## src/common/nvh_pkg.sv

```systemverilog
// Purpose: constants and carrier types for the nonvolatile memory host
// Assumes: 100 MHz clk, fast or slow speed grade chosen by parameter
// Notes: times kept in their own units, cycle counts derived
package nvh_pkg;
    localparam int CLK_MHZ = 100;
    localparam int ADDR_W = 20;
    localparam int DATA_W = 16;

    // times in the unit each name gives (ns pairs: fast grade, slow grade)
    localparam int T_ACE_FAST_NS = 25;
    localparam int T_ACE_SLOW_NS = 45;
    localparam int T_DOE_FAST_NS = 12;
    localparam int T_DOE_SLOW_NS = 20;
    localparam int T_SCE_FAST_NS = 20;
    localparam int T_SCE_SLOW_NS = 30;
    localparam int T_SD_FAST_NS = 10;
    localparam int T_SD_SLOW_NS = 15;
    localparam int STORE_REQUEST_PULSE_WIDTH_NS = 15;
    localparam int T_STORE_MS = 8;
    localparam int T_SS_US = 500;
    localparam int T_RECALL_US = 600;
    localparam int POWERUP_RECALL_DURATION_MS = 30;
    localparam int T_SLEEP_MS = 8;
    localparam int T_WAKE_MS = 30;

    // least times round up
    function automatic int ns_cyc(input int ns);
        int c;
        c = (ns * CLK_MHZ + 999) / 1000;
        return (c < 1) ? 1 : c;
    endfunction
    localparam int ACE_FAST_CYC = ns_cyc(T_ACE_FAST_NS);
    localparam int ACE_SLOW_CYC = ns_cyc(T_ACE_SLOW_NS);
    localparam int SCE_FAST_CYC = ns_cyc(T_SCE_FAST_NS);
    localparam int SCE_SLOW_CYC = ns_cyc(T_SCE_SLOW_NS);
    localparam int PHSB_CYC = ns_cyc(STORE_REQUEST_PULSE_WIDTH_NS);
    localparam int STORE_CYC = T_STORE_MS * CLK_MHZ * 1000;
    localparam int SS_CYC = T_SS_US * CLK_MHZ;
    localparam int RECALL_CYC = (T_SS_US + T_RECALL_US) * CLK_MHZ;
    localparam int HRECALL_CYC = POWERUP_RECALL_DURATION_MS * CLK_MHZ * 1000;
    localparam int SLEEP_CYC = T_SLEEP_MS * CLK_MHZ * 1000;
    localparam int WAKE_CYC = T_WAKE_MS * CLK_MHZ * 1000;
    localparam int CMD_LEN = 6;

    typedef enum logic [2:0] {
        NVH_OP_READ, NVH_OP_WRITE, NVH_OP_SOFT, NVH_OP_HWSTORE,
        NVH_OP_SLEEP, NVH_OP_WAKE
    } nvh_op_type;

    typedef struct packed {
        nvh_op_type op;
        logic [ADDR_W-1:0] addr;
        logic [DATA_W-1:0] wdata;
        logic [1:0] lanes;
        logic clock_reg;
        logic [ADDR_W*CMD_LEN-1:0] cmd_addrs;
        logic long_wait;
    } nvh_req_type;

    typedef struct packed {
        logic chip_enable_first_n;
        logic chip_enable_second;
        logic write_n;
        logic output_enable_n;
        logic low_byte_enable_n;
        logic high_byte_enable_n;
        logic [ADDR_W-1:0] addr;
    } nvh_pins_type;
endpackage

```

## src/core/nvh_host.sv

```systemverilog
// Purpose: host controller driving the memory's asynchronous pins
// Assumes: one request at a time, pins sampled on clk
// Notes: completion of long operations is timed, not sensed
module nvh_host import nvh_pkg::*; #(
    parameter bit SLOW_GRADE = 1'b0,
    parameter int STORE_CYCLES = STORE_CYC,
    parameter int RECALL_CYCLES = RECALL_CYC,
    parameter int POWERUP_CYCLES = HRECALL_CYC,
    parameter int SLEEP_CYCLES = SLEEP_CYC,
    parameter int WAKE_CYCLES = WAKE_CYC
) (
    input wire logic clk,
    input wire logic rst_n,
    input wire logic req_valid,
    output logic req_ready,
    input wire nvh_req_type req,
    output logic rsp_valid,
    output logic [DATA_W-1:0] rsp_rdata,
    output nvh_pins_type pins,
    output logic hw_store_request_n,
    output logic sleep_request_n,
    output logic [DATA_W-1:0] dq_out,
    output logic dq_oe,
    input wire logic [DATA_W-1:0] dq_in
);
    // ----------------------------------------------------------------
    // state
    // ----------------------------------------------------------------
    typedef enum logic [3:0] {
        ST_POWERUP, ST_IDLE, ST_SETUP, ST_ACTIVE, ST_GAP, ST_HWPULSE,
        ST_WAIT, ST_SLEEPING
    } nvh_st_type;

    localparam int CW = 32;
    localparam int ACC_CYC = SLOW_GRADE ? ACE_SLOW_CYC : ACE_FAST_CYC;
    localparam int WR_CYC = SLOW_GRADE ? SCE_SLOW_CYC : SCE_FAST_CYC;

    nvh_st_type st_r, st_nxt;
    logic [CW-1:0] cnt_r;
    logic [2:0] idx_r;
    nvh_req_type cur_r;
    logic sel_r, we_r, oe_r;
    logic [DATA_W-1:0] rdata_r;
    logic rsp_r, hw_r, zz_r, doe_r;

    wire is_wr = cur_r.op == NVH_OP_WRITE;
    wire is_soft = cur_r.op == NVH_OP_SOFT;
    wire cnt_done = cnt_r == '0;
    wire last_cmd = idx_r == 3'(CMD_LEN - 1);
    wire [ADDR_W-1:0] soft_addr =
        cur_r.cmd_addrs[idx_r*ADDR_W +: ADDR_W];
    wire [CW-1:0] active_len = CW'(is_wr ? WR_CYC : ACC_CYC);
    wire [CW-1:0] soft_wait =
        CW'(cur_r.long_wait ? RECALL_CYCLES : SS_CYC);

    assign req_ready = st_r == ST_IDLE;
    assign rsp_valid = rsp_r;
    assign rsp_rdata = rdata_r;
    assign hw_store_request_n = hw_r;
    assign sleep_request_n = zz_r;
    assign dq_out = cur_r.wdata;
    assign dq_oe = doe_r;

    // ----------------------------------------------------------------
    // pin assembly
    // ----------------------------------------------------------------
    // select pair low/high
    assign pins.chip_enable_first_n = ~sel_r;
    assign pins.chip_enable_second = sel_r;
    assign pins.write_n = ~we_r;
    assign pins.output_enable_n = ~oe_r;
    // clock writes force the low lane only, enabled for the whole operation
    assign pins.low_byte_enable_n =
        (st_r == ST_IDLE || st_r == ST_SLEEPING || st_r == ST_POWERUP) ?
        1'b1 : ~(cur_r.lanes[0] | cur_r.clock_reg | is_soft);
    assign pins.high_byte_enable_n =
        (st_r == ST_IDLE || st_r == ST_SLEEPING || st_r == ST_POWERUP) ?
        1'b1 : ~(cur_r.lanes[1] | is_soft);
    assign pins.addr = is_soft ? soft_addr : cur_r.addr;

    // ----------------------------------------------------------------
    // sequencing
    // ----------------------------------------------------------------
    always_comb begin
        st_nxt = st_r;
        unique case (st_r)
            ST_POWERUP: if (cnt_done) st_nxt = ST_IDLE;
            ST_IDLE: if (req_valid) begin
                unique case (req.op)
                    NVH_OP_HWSTORE: st_nxt = ST_HWPULSE;
                    NVH_OP_SLEEP: st_nxt = ST_WAIT;
                    NVH_OP_WAKE: st_nxt = ST_IDLE;
                    default: st_nxt = ST_SETUP;
                endcase
            end
            ST_SETUP: st_nxt = ST_ACTIVE;
            ST_ACTIVE: if (cnt_done) st_nxt = ST_GAP;
            ST_GAP: st_nxt = (is_soft && !last_cmd) ? ST_SETUP :
                             is_soft ? ST_WAIT : ST_IDLE;
            ST_HWPULSE: if (cnt_done) st_nxt = ST_WAIT;
            ST_WAIT: if (cnt_done) st_nxt =
                (cur_r.op == NVH_OP_SLEEP) ? ST_SLEEPING : ST_IDLE;
            ST_SLEEPING: if (req_valid && req.op == NVH_OP_WAKE)
                st_nxt = ST_WAIT;
            default: st_nxt = ST_IDLE;
        endcase
    end

    always_ff @(posedge clk or negedge rst_n) begin
        if (!rst_n) begin
            st_r <= ST_POWERUP;
            // recall wait loaded here, so every release waits
            cnt_r <= CW'(POWERUP_CYCLES);
            idx_r <= '0;
            cur_r <= '0;
            sel_r <= 1'b0;
            we_r <= 1'b0;
            oe_r <= 1'b0;
            rdata_r <= '0;
            rsp_r <= 1'b0;
            hw_r <= 1'b1;
            zz_r <= 1'b1;
            doe_r <= 1'b0;
        end else begin
            st_r <= st_nxt;
            rsp_r <= 1'b0;
            if (!cnt_done) cnt_r <= cnt_r - 1'b1;
            unique case (st_r)
                ST_IDLE: if (req_valid) begin
                    cur_r <= req;
                    idx_r <= '0;
                    if (req.op == NVH_OP_HWSTORE) begin
                        hw_r <= 1'b0;
                        cnt_r <= CW'(PHSB_CYC);
                    end
                    if (req.op == NVH_OP_SLEEP) begin
                        zz_r <= 1'b0;
                        cnt_r <= CW'(SLEEP_CYCLES);
                    end
                    if (req.op == NVH_OP_WAKE) rsp_r <= 1'b1;
                end
                ST_SETUP: begin
                    sel_r <= 1'b1;
                    we_r <= is_wr;
                    oe_r <= !is_wr;
                    doe_r <= is_wr;
                    cnt_r <= active_len - 1'b1;
                end
                ST_ACTIVE: if (cnt_done) begin
                    sel_r <= 1'b0;
                    we_r <= 1'b0;
                    oe_r <= 1'b0;
                    if (!is_wr && !is_soft) rdata_r <= dq_in;
                end
                ST_GAP: begin
                    doe_r <= 1'b0;
                    if (is_soft && !last_cmd) idx_r <= idx_r + 1'b1;
                    if (is_soft && last_cmd) cnt_r <= soft_wait;
                    if (!is_soft) rsp_r <= 1'b1;
                end
                ST_HWPULSE: if (cnt_done) begin
                    // store line high before any access
                    hw_r <= 1'b1;
                    cnt_r <= CW'(STORE_CYCLES);
                end
                ST_WAIT: if (cnt_done) rsp_r <= cur_r.op != NVH_OP_SLEEP;
                ST_SLEEPING: if (req_valid && req.op == NVH_OP_WAKE) begin
                    zz_r <= 1'b1;
                    cur_r <= req;
                    cnt_r <= CW'(WAKE_CYCLES);
                end
                default: ;
            endcase
        end
    end
endmodule

```

## config.mk

```make
export PLATFORM = sky130hd
export DESIGN_NAME = nvh_host
export DESIGN_NICKNAME = d
export VERILOG_FILES = /design/src/common/nvh_pkg.sv /design/src/core/nvh_host.sv
export SDC_FILE = /design/constraint.sdc
export NUM_CORES = 1
export LEC_CHECK = 0
export BUFFER_PORTS_ARGS = -buffer_cell sky130_fd_sc_hd__buf_2
export CORE_AREA = 2 2 169 171
export CTS_CLUSTER_DIAMETER = 150
export DETAILED_ROUTE_END_ITERATION = 10
export DIE_AREA = 0 0 171 173
export GPL_TIMING_DRIVEN = 0
export PLACE_DENSITY = 0.67
export SLEW_MARGIN = 40
export SYNTH_ARGS = -nofsm -noshare
export SYNTH_HDL_FRONTEND = slang
export SYNTH_SLANG_ARGS = --single-unit
export TNS_END_PERCENT = 20
```

## constraint.sdc

```tcl
create_clock -name clk -period 2.7 [get_ports clk]
set_input_delay 0.54 -clock clk [delete_from_list [all_inputs] [get_ports clk]]
set_output_delay 0.54 -clock clk [all_outputs]
set_load 0.05 [all_outputs]
```

# Word-level counts from Yosys, hierarchy flattened
# Index checks and enable logic that the tools add are counted.
# word_totals
out_inout_bits	63
word_cells	126
inputBits	182
ff_bits	225
# classes
n_eq_ne	24
shift	1
bitwise_logic	8
n_mux	48
n_mul	1
add_sub_neg	3
n_reduce_logical	23
# op_table
cell	count
two-way mux 163 bit	2
one-hot mux 163 bit (2 select lines)	1
two-way mux 32 bit	7
one-hot mux 32 bit (5 select lines)	1
indexed part select 120 x 9 -> 20 bit	1
logical NOT 32 bit	1
one-hot mux 4 bit (8 select lines)	1
subtractor 32 x 1 -> 32 bit (second input constant)	1
two-way mux 4 bit	6
two-way mux 20 bit	1
two-way mux 17 bit	1
== test 4 x 3 -> 1 bit (second input constant)	4
two-way mux 3 bit	5
two-way mux 1 bit	14
== test 3 bit (second input constant)	4
!= test 2 bit (second input constant)	6
one-hot mux 1 bit (2 select lines)	6
nonzero test 2 bit	5
one-hot mux 3 bit (3 select lines)	1
AND reduction 3 bit	3
== test 4 x 2 -> 1 bit (second input constant)	2
AND reduction 4 bit	2
== test 3 x 2 -> 1 bit (second input constant)	2
multiplier 3 x 3 -> 6 bit (second input constant)	1
other kinds (16)	30

# Longest topological paths before layout
# Gate-level depths: netlist (run 1).
# logic_depth
depth_word	6
mapped_depth	9
depth_no_buf	8

# Worst setup path after synthesis (run 1)
# No wires, ideal clock.
# synth_path
kind	register to output
from	reg idx_r[0]
to	out pins[10] (netlist bit)
required_ns	2.160
n_path_buf	3
arrival_ns	2.572
path_slack_ns	-0.412
path_stages_with_launch	7
cell_sequence	dfrtp_1 clkbuf_1 buf_1 clkbuf_1 mux2_2 a22oi_1 a21oi_1
# synth_lines
element	line	source
from (decl)	nvh_host.sv:40	logic [2:0] idx_r;
from (signal assigned)	nvh_host.sv:157	if (is_soft && !last_cmd) idx_r <= idx_r + 1'b1;
to (decl)	nvh_host.sv:19	output nvh_pins_type pins,

==> impl_metrics.yaml, run 1 <==
run_status:
  status: "finished with violations"
  violations: "negative setup slack"
placed_design:
  port_buffers: 244
  dpl.cell_count: 1515
  dpl-instance-area_mm2: 0.0129
  dp_hpwl_mm: 22.6
  place_ws_ns: -0.668
  gp_congestion: 0.882
power:
  vdd_drop_max_v: 0.000659
  p_per_area_mw_per_mm2: 1330
  power_leakage_nw: 6.30
synthesis:
  synth_area_leaders: "dfrtp_1 48%, mux2_2 19%, mux4_2 4.1%, dfstp_2 2.9%, nor2_1 2.4%"
  yosys_warnings: 0
  synth_top_area_share_pct: 48.4
  ys.flop_type: "dfrtp_1"
  synth_edf_count: 0
  synthCells: 890
  post-synth-top-area-cell: "dfrtp_1"
  synth_nets: 1077
  async_flop_share_pct: 100
  synth.distinct_cells: 66
  synth_seq_cells: 224
  netlist_area_mm2: 0.0110
  syn_area_per_cell_um2: 12.3
  yosysSeqAreaShare_pct: 51.3
clock_network:
  cts_buffers: 25
  cts_max_level: 1
  clk-insertion-delay-late_ns: 0.53
  cts_tree: "yes"
  clock_path_buffers: 3
  cts_sinks: 224
  root_buffer: "clkbuf_16"
  path_clk_slew_ns: 0.06
floorplanning:
  die_area_mm2: 0.0296
  die_width_um: 171
  die_h_um: 173
  ios: 245
  num_rows: 61
  start_util_pct: 39.7
  core_mm2: 0.0276
route:
  drt_iter0_markers: 369
  viasPerCell: 5.21
  drt_wl_total_mm: 30.5
  drt_pass1_iterations: 4
  dr_total_vias: 8253
  drc: 0
  postRouteAntennaNets: 0
  wl_per_cell_um: 19.3
global_routing:
  grt_pass1_vias: 8698
  antenna_found_initial: 15
  track_usage_pct: 20.7
  grt_max_degree: 75
  overflow: 0
  grt_pass1_wl_mm: 48.2
timing:
  setup_viol: 20
  fmax_ghz: 0.353
  final.setup_skew_ns: 0.0226
  slew_viol_final: 0
  maxSlewHeadroom_pct: 49.6
  whs_ns: 0.232
  rsz0062_at_grt: "yes"
  worst_pin_slew_ns: 0.751
  post-route-min-period_ns: 2.83
  timing.final.ws_setup_ns: -0.131
  timing.final.crit_share_pct: 105
  hold_viol: 0
critical_path:
  cp_max_fo: 7
  regToRegEndpoint: "cnt_r[30]"
  rr_worst_depth: 7
  required_ns: 2.16
  end_kind: "primary output"
  critPathArrivalTime_ns: 2.29
  worst_setup_path_start_kind: "flop"
  rr_startpoint: "cnt_r[14]"
  reg2reg_setup_slack_ns: 0.07
  criticalPathCategory: "flop to primary output"
final_layout:
  final_cells: 1584
  mostFrequentLayoutCell: "buf_2"
  layout_common_cells: "227 x buf_2, 212 x dfrtp_1, 189 x mux2_2"
  drive_gt1_share_pct: 53.7
  final_area_mm2: 0.0143
  area_growth_pct: 30.5
  final_nets: 1365
min_path:
  whs_endpoint: "cur_r[93]"
  hold_depth: 2
  hold_start: "req[93]"
  hp-class: "primary input to flop"
run:
  drv_cap: 0
per-stage QoR:
stage	power [mW]	TNS, ns	utilization, %
finish	19.0	-1.56	51.8
global route	20.1	-3.30	51.7
CTS	19.0	-3.40	51.3
detailed placement	14.7	-76.67	46.7
global placement	14.5	-710.98	46.3
floorplan	12.5	0	-
logic make-up (layout without fill, tap and decap cells):
kind of cell | count (synthesis) | in the layout | synth area share, %
compound gates | 133 | 133 | 7.56
xor+xnor | 32 | 32 | 2.56
fa+ha+maj | 5 | 5 | 0.571
buf+inv | 82 | 389 | 3.60
flops | 224 | 224 | 51.3
mux | 220 | 220 | 25.0
other cells | 0 | 9 | 0
simple gates | 194 | 194 | 9.45
per-layer routing:
metal  track usage (%)  up-vias  wire length [µm]
met4              7.10       10               861
met2              34.0      218             14900
met3              5.95       67              2160
met5                 0        -                59
met1              26.0     4129             12500
li1                  -     3829                 -
synth_stat cells, types with 7 or more instances:
master / instances
a21oi_1: 50
a22oi_1: 23
buf_4: 18
clkbuf_1: 39
dfrtp_1: 212
dfstp_2: 12
inv_1: 13
mux2_2: 189
mux2_4: 10
mux4_2: 20
nand2_1: 33
nand3_1: 15
nand4_1: 7
nor2_1: 70
nor3_1: 14
nor4_1: 10
o21ai_0: 26
xnor2_1: 13
xor2_1: 19
flip-flops by register name, indices dropped and copies added, names as in the netlist, 3 cells and up:
name,cells
dq_out,16
cur_r,147
rsp_rdata,16
st_r,3
idx_r,3
cnt_r,32
power breakdown:
| part | internal [mW] | leakage [nW] | switching, mW |
|---|---|---|---|
| Sequential | 4.97 | 2.71 | 1.00 |
| Combinational | 4.34 | 3.19 | 5.34 |
| Clock | 2.00 | 0.398 | 1.39 |
timing repair:
item                                    4_1_cts  5_1_grt
endpoints found under the setup margin      218      195
gates cloned                                  1        0
setup buffers                                 6        8
hold buffers                                  1        0
pin swaps                                    22       16
hold endpoints to repair                     32        0
resized for setup                           111       15
how the worst max path moves through the flow:
stage	from	end	slack, ns	cells past startpoint
3_5_place_dp	req[161]	cur_r[22]	-0.67	7
3_3_place_gp	rst_n	cur_r[157]	-2.93	1
2_1_floorplan	cur_r[161]	pins[21]	0.007	4
4_1_cts	idx_r[0]	pins[16]	-0.22	6
5_1_grt	idx_r[0]	pins[3]	-0.20	6
6_report	idx_r[0]	pins[4]	-0.13	6
cell type report:
class,instances,area [µm²]
Antenna cell,9,22.5
Buffer,65,450
Clock buffer,40,752
Clock inverter,6,61.3
Fill cell,2495,13300
Inverter,15,56.3
Multi-Input combinational cell,584,5280
Sequential cell,224,5620
Tap cell,378,473
Timing Repair Buffer,263,1590
worst max-delay path, stage by stage (launching register included):
cell	delay, ns
dfrtp_1	0.39
buf_8	0.16
buf_12	0.14
mux4_2	0.54
a22oi_2	0.27
a21oi_4	0.09
buf_8	0.16
Power figures use the tool's default switching activity.
==> run 2, diff against run 1 <==
--- a/config.mk
+++ b/config.mk
@@ -11,7 +11,7 @@
 export DETAILED_ROUTE_END_ITERATION = 10
 export DIE_AREA = 0 0 171 173
 export GPL_TIMING_DRIVEN = 0
-export PLACE_DENSITY = 0.67
+export PLACE_DENSITY = 0.64
 export SLEW_MARGIN = 40
 export SYNTH_ARGS = -nofsm -noshare
 export SYNTH_HDL_FRONTEND = slang
==> constraint.sdc (replaced) <==
create_clock -name clk -period 3.45 [get_ports clk]
set_input_delay 0.69 -clock clk [delete_from_list [all_inputs] [get_ports clk]]
set_output_delay 0.69 -clock clk [all_outputs]
set_load 0.05 [all_outputs]
==> impl_metrics.yaml, run 2 (synthesis gave the netlist of run 1 again) <==
run_status:
  status: "complete, no violations"
power:
  power_leakage_nw: 6.07
  power_mw: 14.1
  vdd_drop_max_v: 0.000491
  p_per_area_mw_per_mm2: 1030
min_path:
  hp-class: "primary input to asynchronous set/reset pin"
floorplanning:
  start_util_pct: 39.7
  core_mm2: 0.0276
  die_area_mm2: 0.0296
  num_rows: 61
  die_width_um: 171
  ios: 245
  die_h_um: 173
critical_path:
  criticalPathCategory: "flop to primary output"
  critPathArrivalTime_ns: 2.58
  path_delay_family: "buffers and inverters"
  setup.worst_path.end: "pins[18]"
  end_kind: "primary output"
  cp.depth: 5
  rr_startpoint: "st_r[2]"
  slowest_delay_ns: 0.55
  cp_max_fo: 10
  crit_chain: "clkbuf_1 > mux4_2 > a22oi_1 > a21oi_1 > buf_2"
  required_ns: 2.76
  cp_num_buf_inv: 2
  critPathSlowestCell: "clkbuf_1"
  reg2reg_setup_slack_ns: 0.24
  worst_setup_path_start_kind: "flop"
  regToRegEndpoint: "cur_r[28]"
  worstSetupStartpoint: "idx_r[1]"
  rr_worst_depth: 7
final_layout:
  final_cells: 1567
  area_growth_pct: 24.7
  largest_register: "cur_r"
  top_regs: "cur_r: 147 flops, cnt_r: 32 flops"
  final_area_mm2: 0.0137
  mostFrequentLayoutCell: "buf_2"
  final_core_util_pct: 49.5
  fill_cells: 2582
  layout_common_cells: "246 x buf_2, 211 x dfrtp_1, 189 x mux2_2"
  final_nets: 1350
  largest_reg_flops: 147
  drive_gt1_share_pct: 47.8
timing:
  slew_viol_final: 0
  tns_ns: 0
  maxSlewHeadroom_pct: 43.7
  timing.final.crit_share_pct: 94.8
  fmax_ghz: 0.306
  rsz0062_at_grt: "no"
  hold_viol: 0
  setup_viol: 0
  post-route-min-period_ns: 3.27
  worst_pin_slew_ns: 0.843
  final.setup_skew_ns: 0.00591
route:
  drt_wl_total_mm: 29.9
  drc: 0
  drt_pass1_iterations: 6
  postRouteAntennaNets: 0
  viasPerCell: 5.20
  wl_per_cell_um: 19.1
  dr_total_vias: 8150
  drt_iter0_markers: 494
clock_network:
  cts_tree: "yes"
  cts_sinks: 224
  path_clk_slew_ns: 0.06
  root_buffer: "clkbuf_16"
  clk-insertion-delay-late_ns: 0.52
  clock_path_buffers: 3
  cts_max_level: 1
  cts_buffers: 25
  cts_setup_buffers: 0
placed_design:
  gp_congestion: 0.902
  dpl-instance-area_mm2: 0.0128
  port_buffers: 244
  dp_hpwl_mm: 22.5
  dpl.cell_count: 1515
global_routing:
  overflow: 0
  track_usage_pct: 20.6
  antenna_found_initial: 15
  grt_pass1_vias: 8657
  grt_pass1_wl_mm: 48.3
  grt_max_degree: 69
run:
  drv_cap: 0
[run 2: layer usage]
metal  global-route usage, %  vias up  wire length [µm]
met5                       0        -                51
met4                    4.87       10               525
met1                    26.4     4088             12300
met3                    6.52       46              2320
li1                        -     3787                 -
met2                    34.1      219             14700
[run 2: final cells by class]
type / count / area [µm²] / share of cell area (%)
multi-input cells: 584 / 4970 / 36.4
inverters: 15 / 56.3 / 0.412
clock inverters: 5 / 100 / 0.733
flip-flops and latches: 224 / 5620 / 41.1
well taps: 378 / 473 / 3.46
clock buffers: 39 / 758 / 5.55
plain buffers: 66 / 352 / 2.57
repair buffers: 247 / 1310 / 9.61
diodes: 9 / 22.5 / 0.165
[run 2: what timing repair did]
item | 4_1_cts | 5_1_grt
gates resized for setup | 12 | 7
hold buffers | 0 | 0
setup endpoints to repair | 22 | 19
cloned | 0 | 0
[run 2: worst min path at each step]
stage,start,to,slack (ns),cells past startpoint
after floorplan,rst_n,cnt_r[0],0.39,0
after global placement,hw_store_request_n,hw_store_request_n,0.47,2
after detailed placement,hw_store_request_n,hw_store_request_n,0.48,2
after CTS,rst_n,rsp_rdata[0],0.15,1
after global routing,rst_n,rsp_rdata[0],0.17,1
final,rst_n,rsp_rdata[0],0.12,1
[run 2: stage by stage]
step | setup slack (ns) | hold slack (ns)
2_1_floorplan | 0.188 | 0.394
3_3_place_gp | -2.33 | 0.468
3_5_place_dp | -0.235 | 0.476
4_1_cts | 0.0116 | 0.145
5_1_grt | 0.00819 | 0.167
6_report | 0.178 | 0.122
[run 2: report_power, final]
| part | switching (mW) | total (mW) | internal (mW) |
|---|---|---|---|
| Combinational | 3.85 | 6.62 | 2.77 |
| Clock | 1.07 | 2.79 | 1.72 |
| Sequential | 0.759 | 4.65 | 3.89 |
[run 2: worst register-to-register path: stages (launching register included)]
cell      delay (ns)
dfrtp_1         0.36
clkbuf_1        0.19
nor2_1          0.46
nand3_1         0.29
nand2_1         0.36
clkbuf_1        0.44
clkbuf_1        0.57
mux2_2          0.41
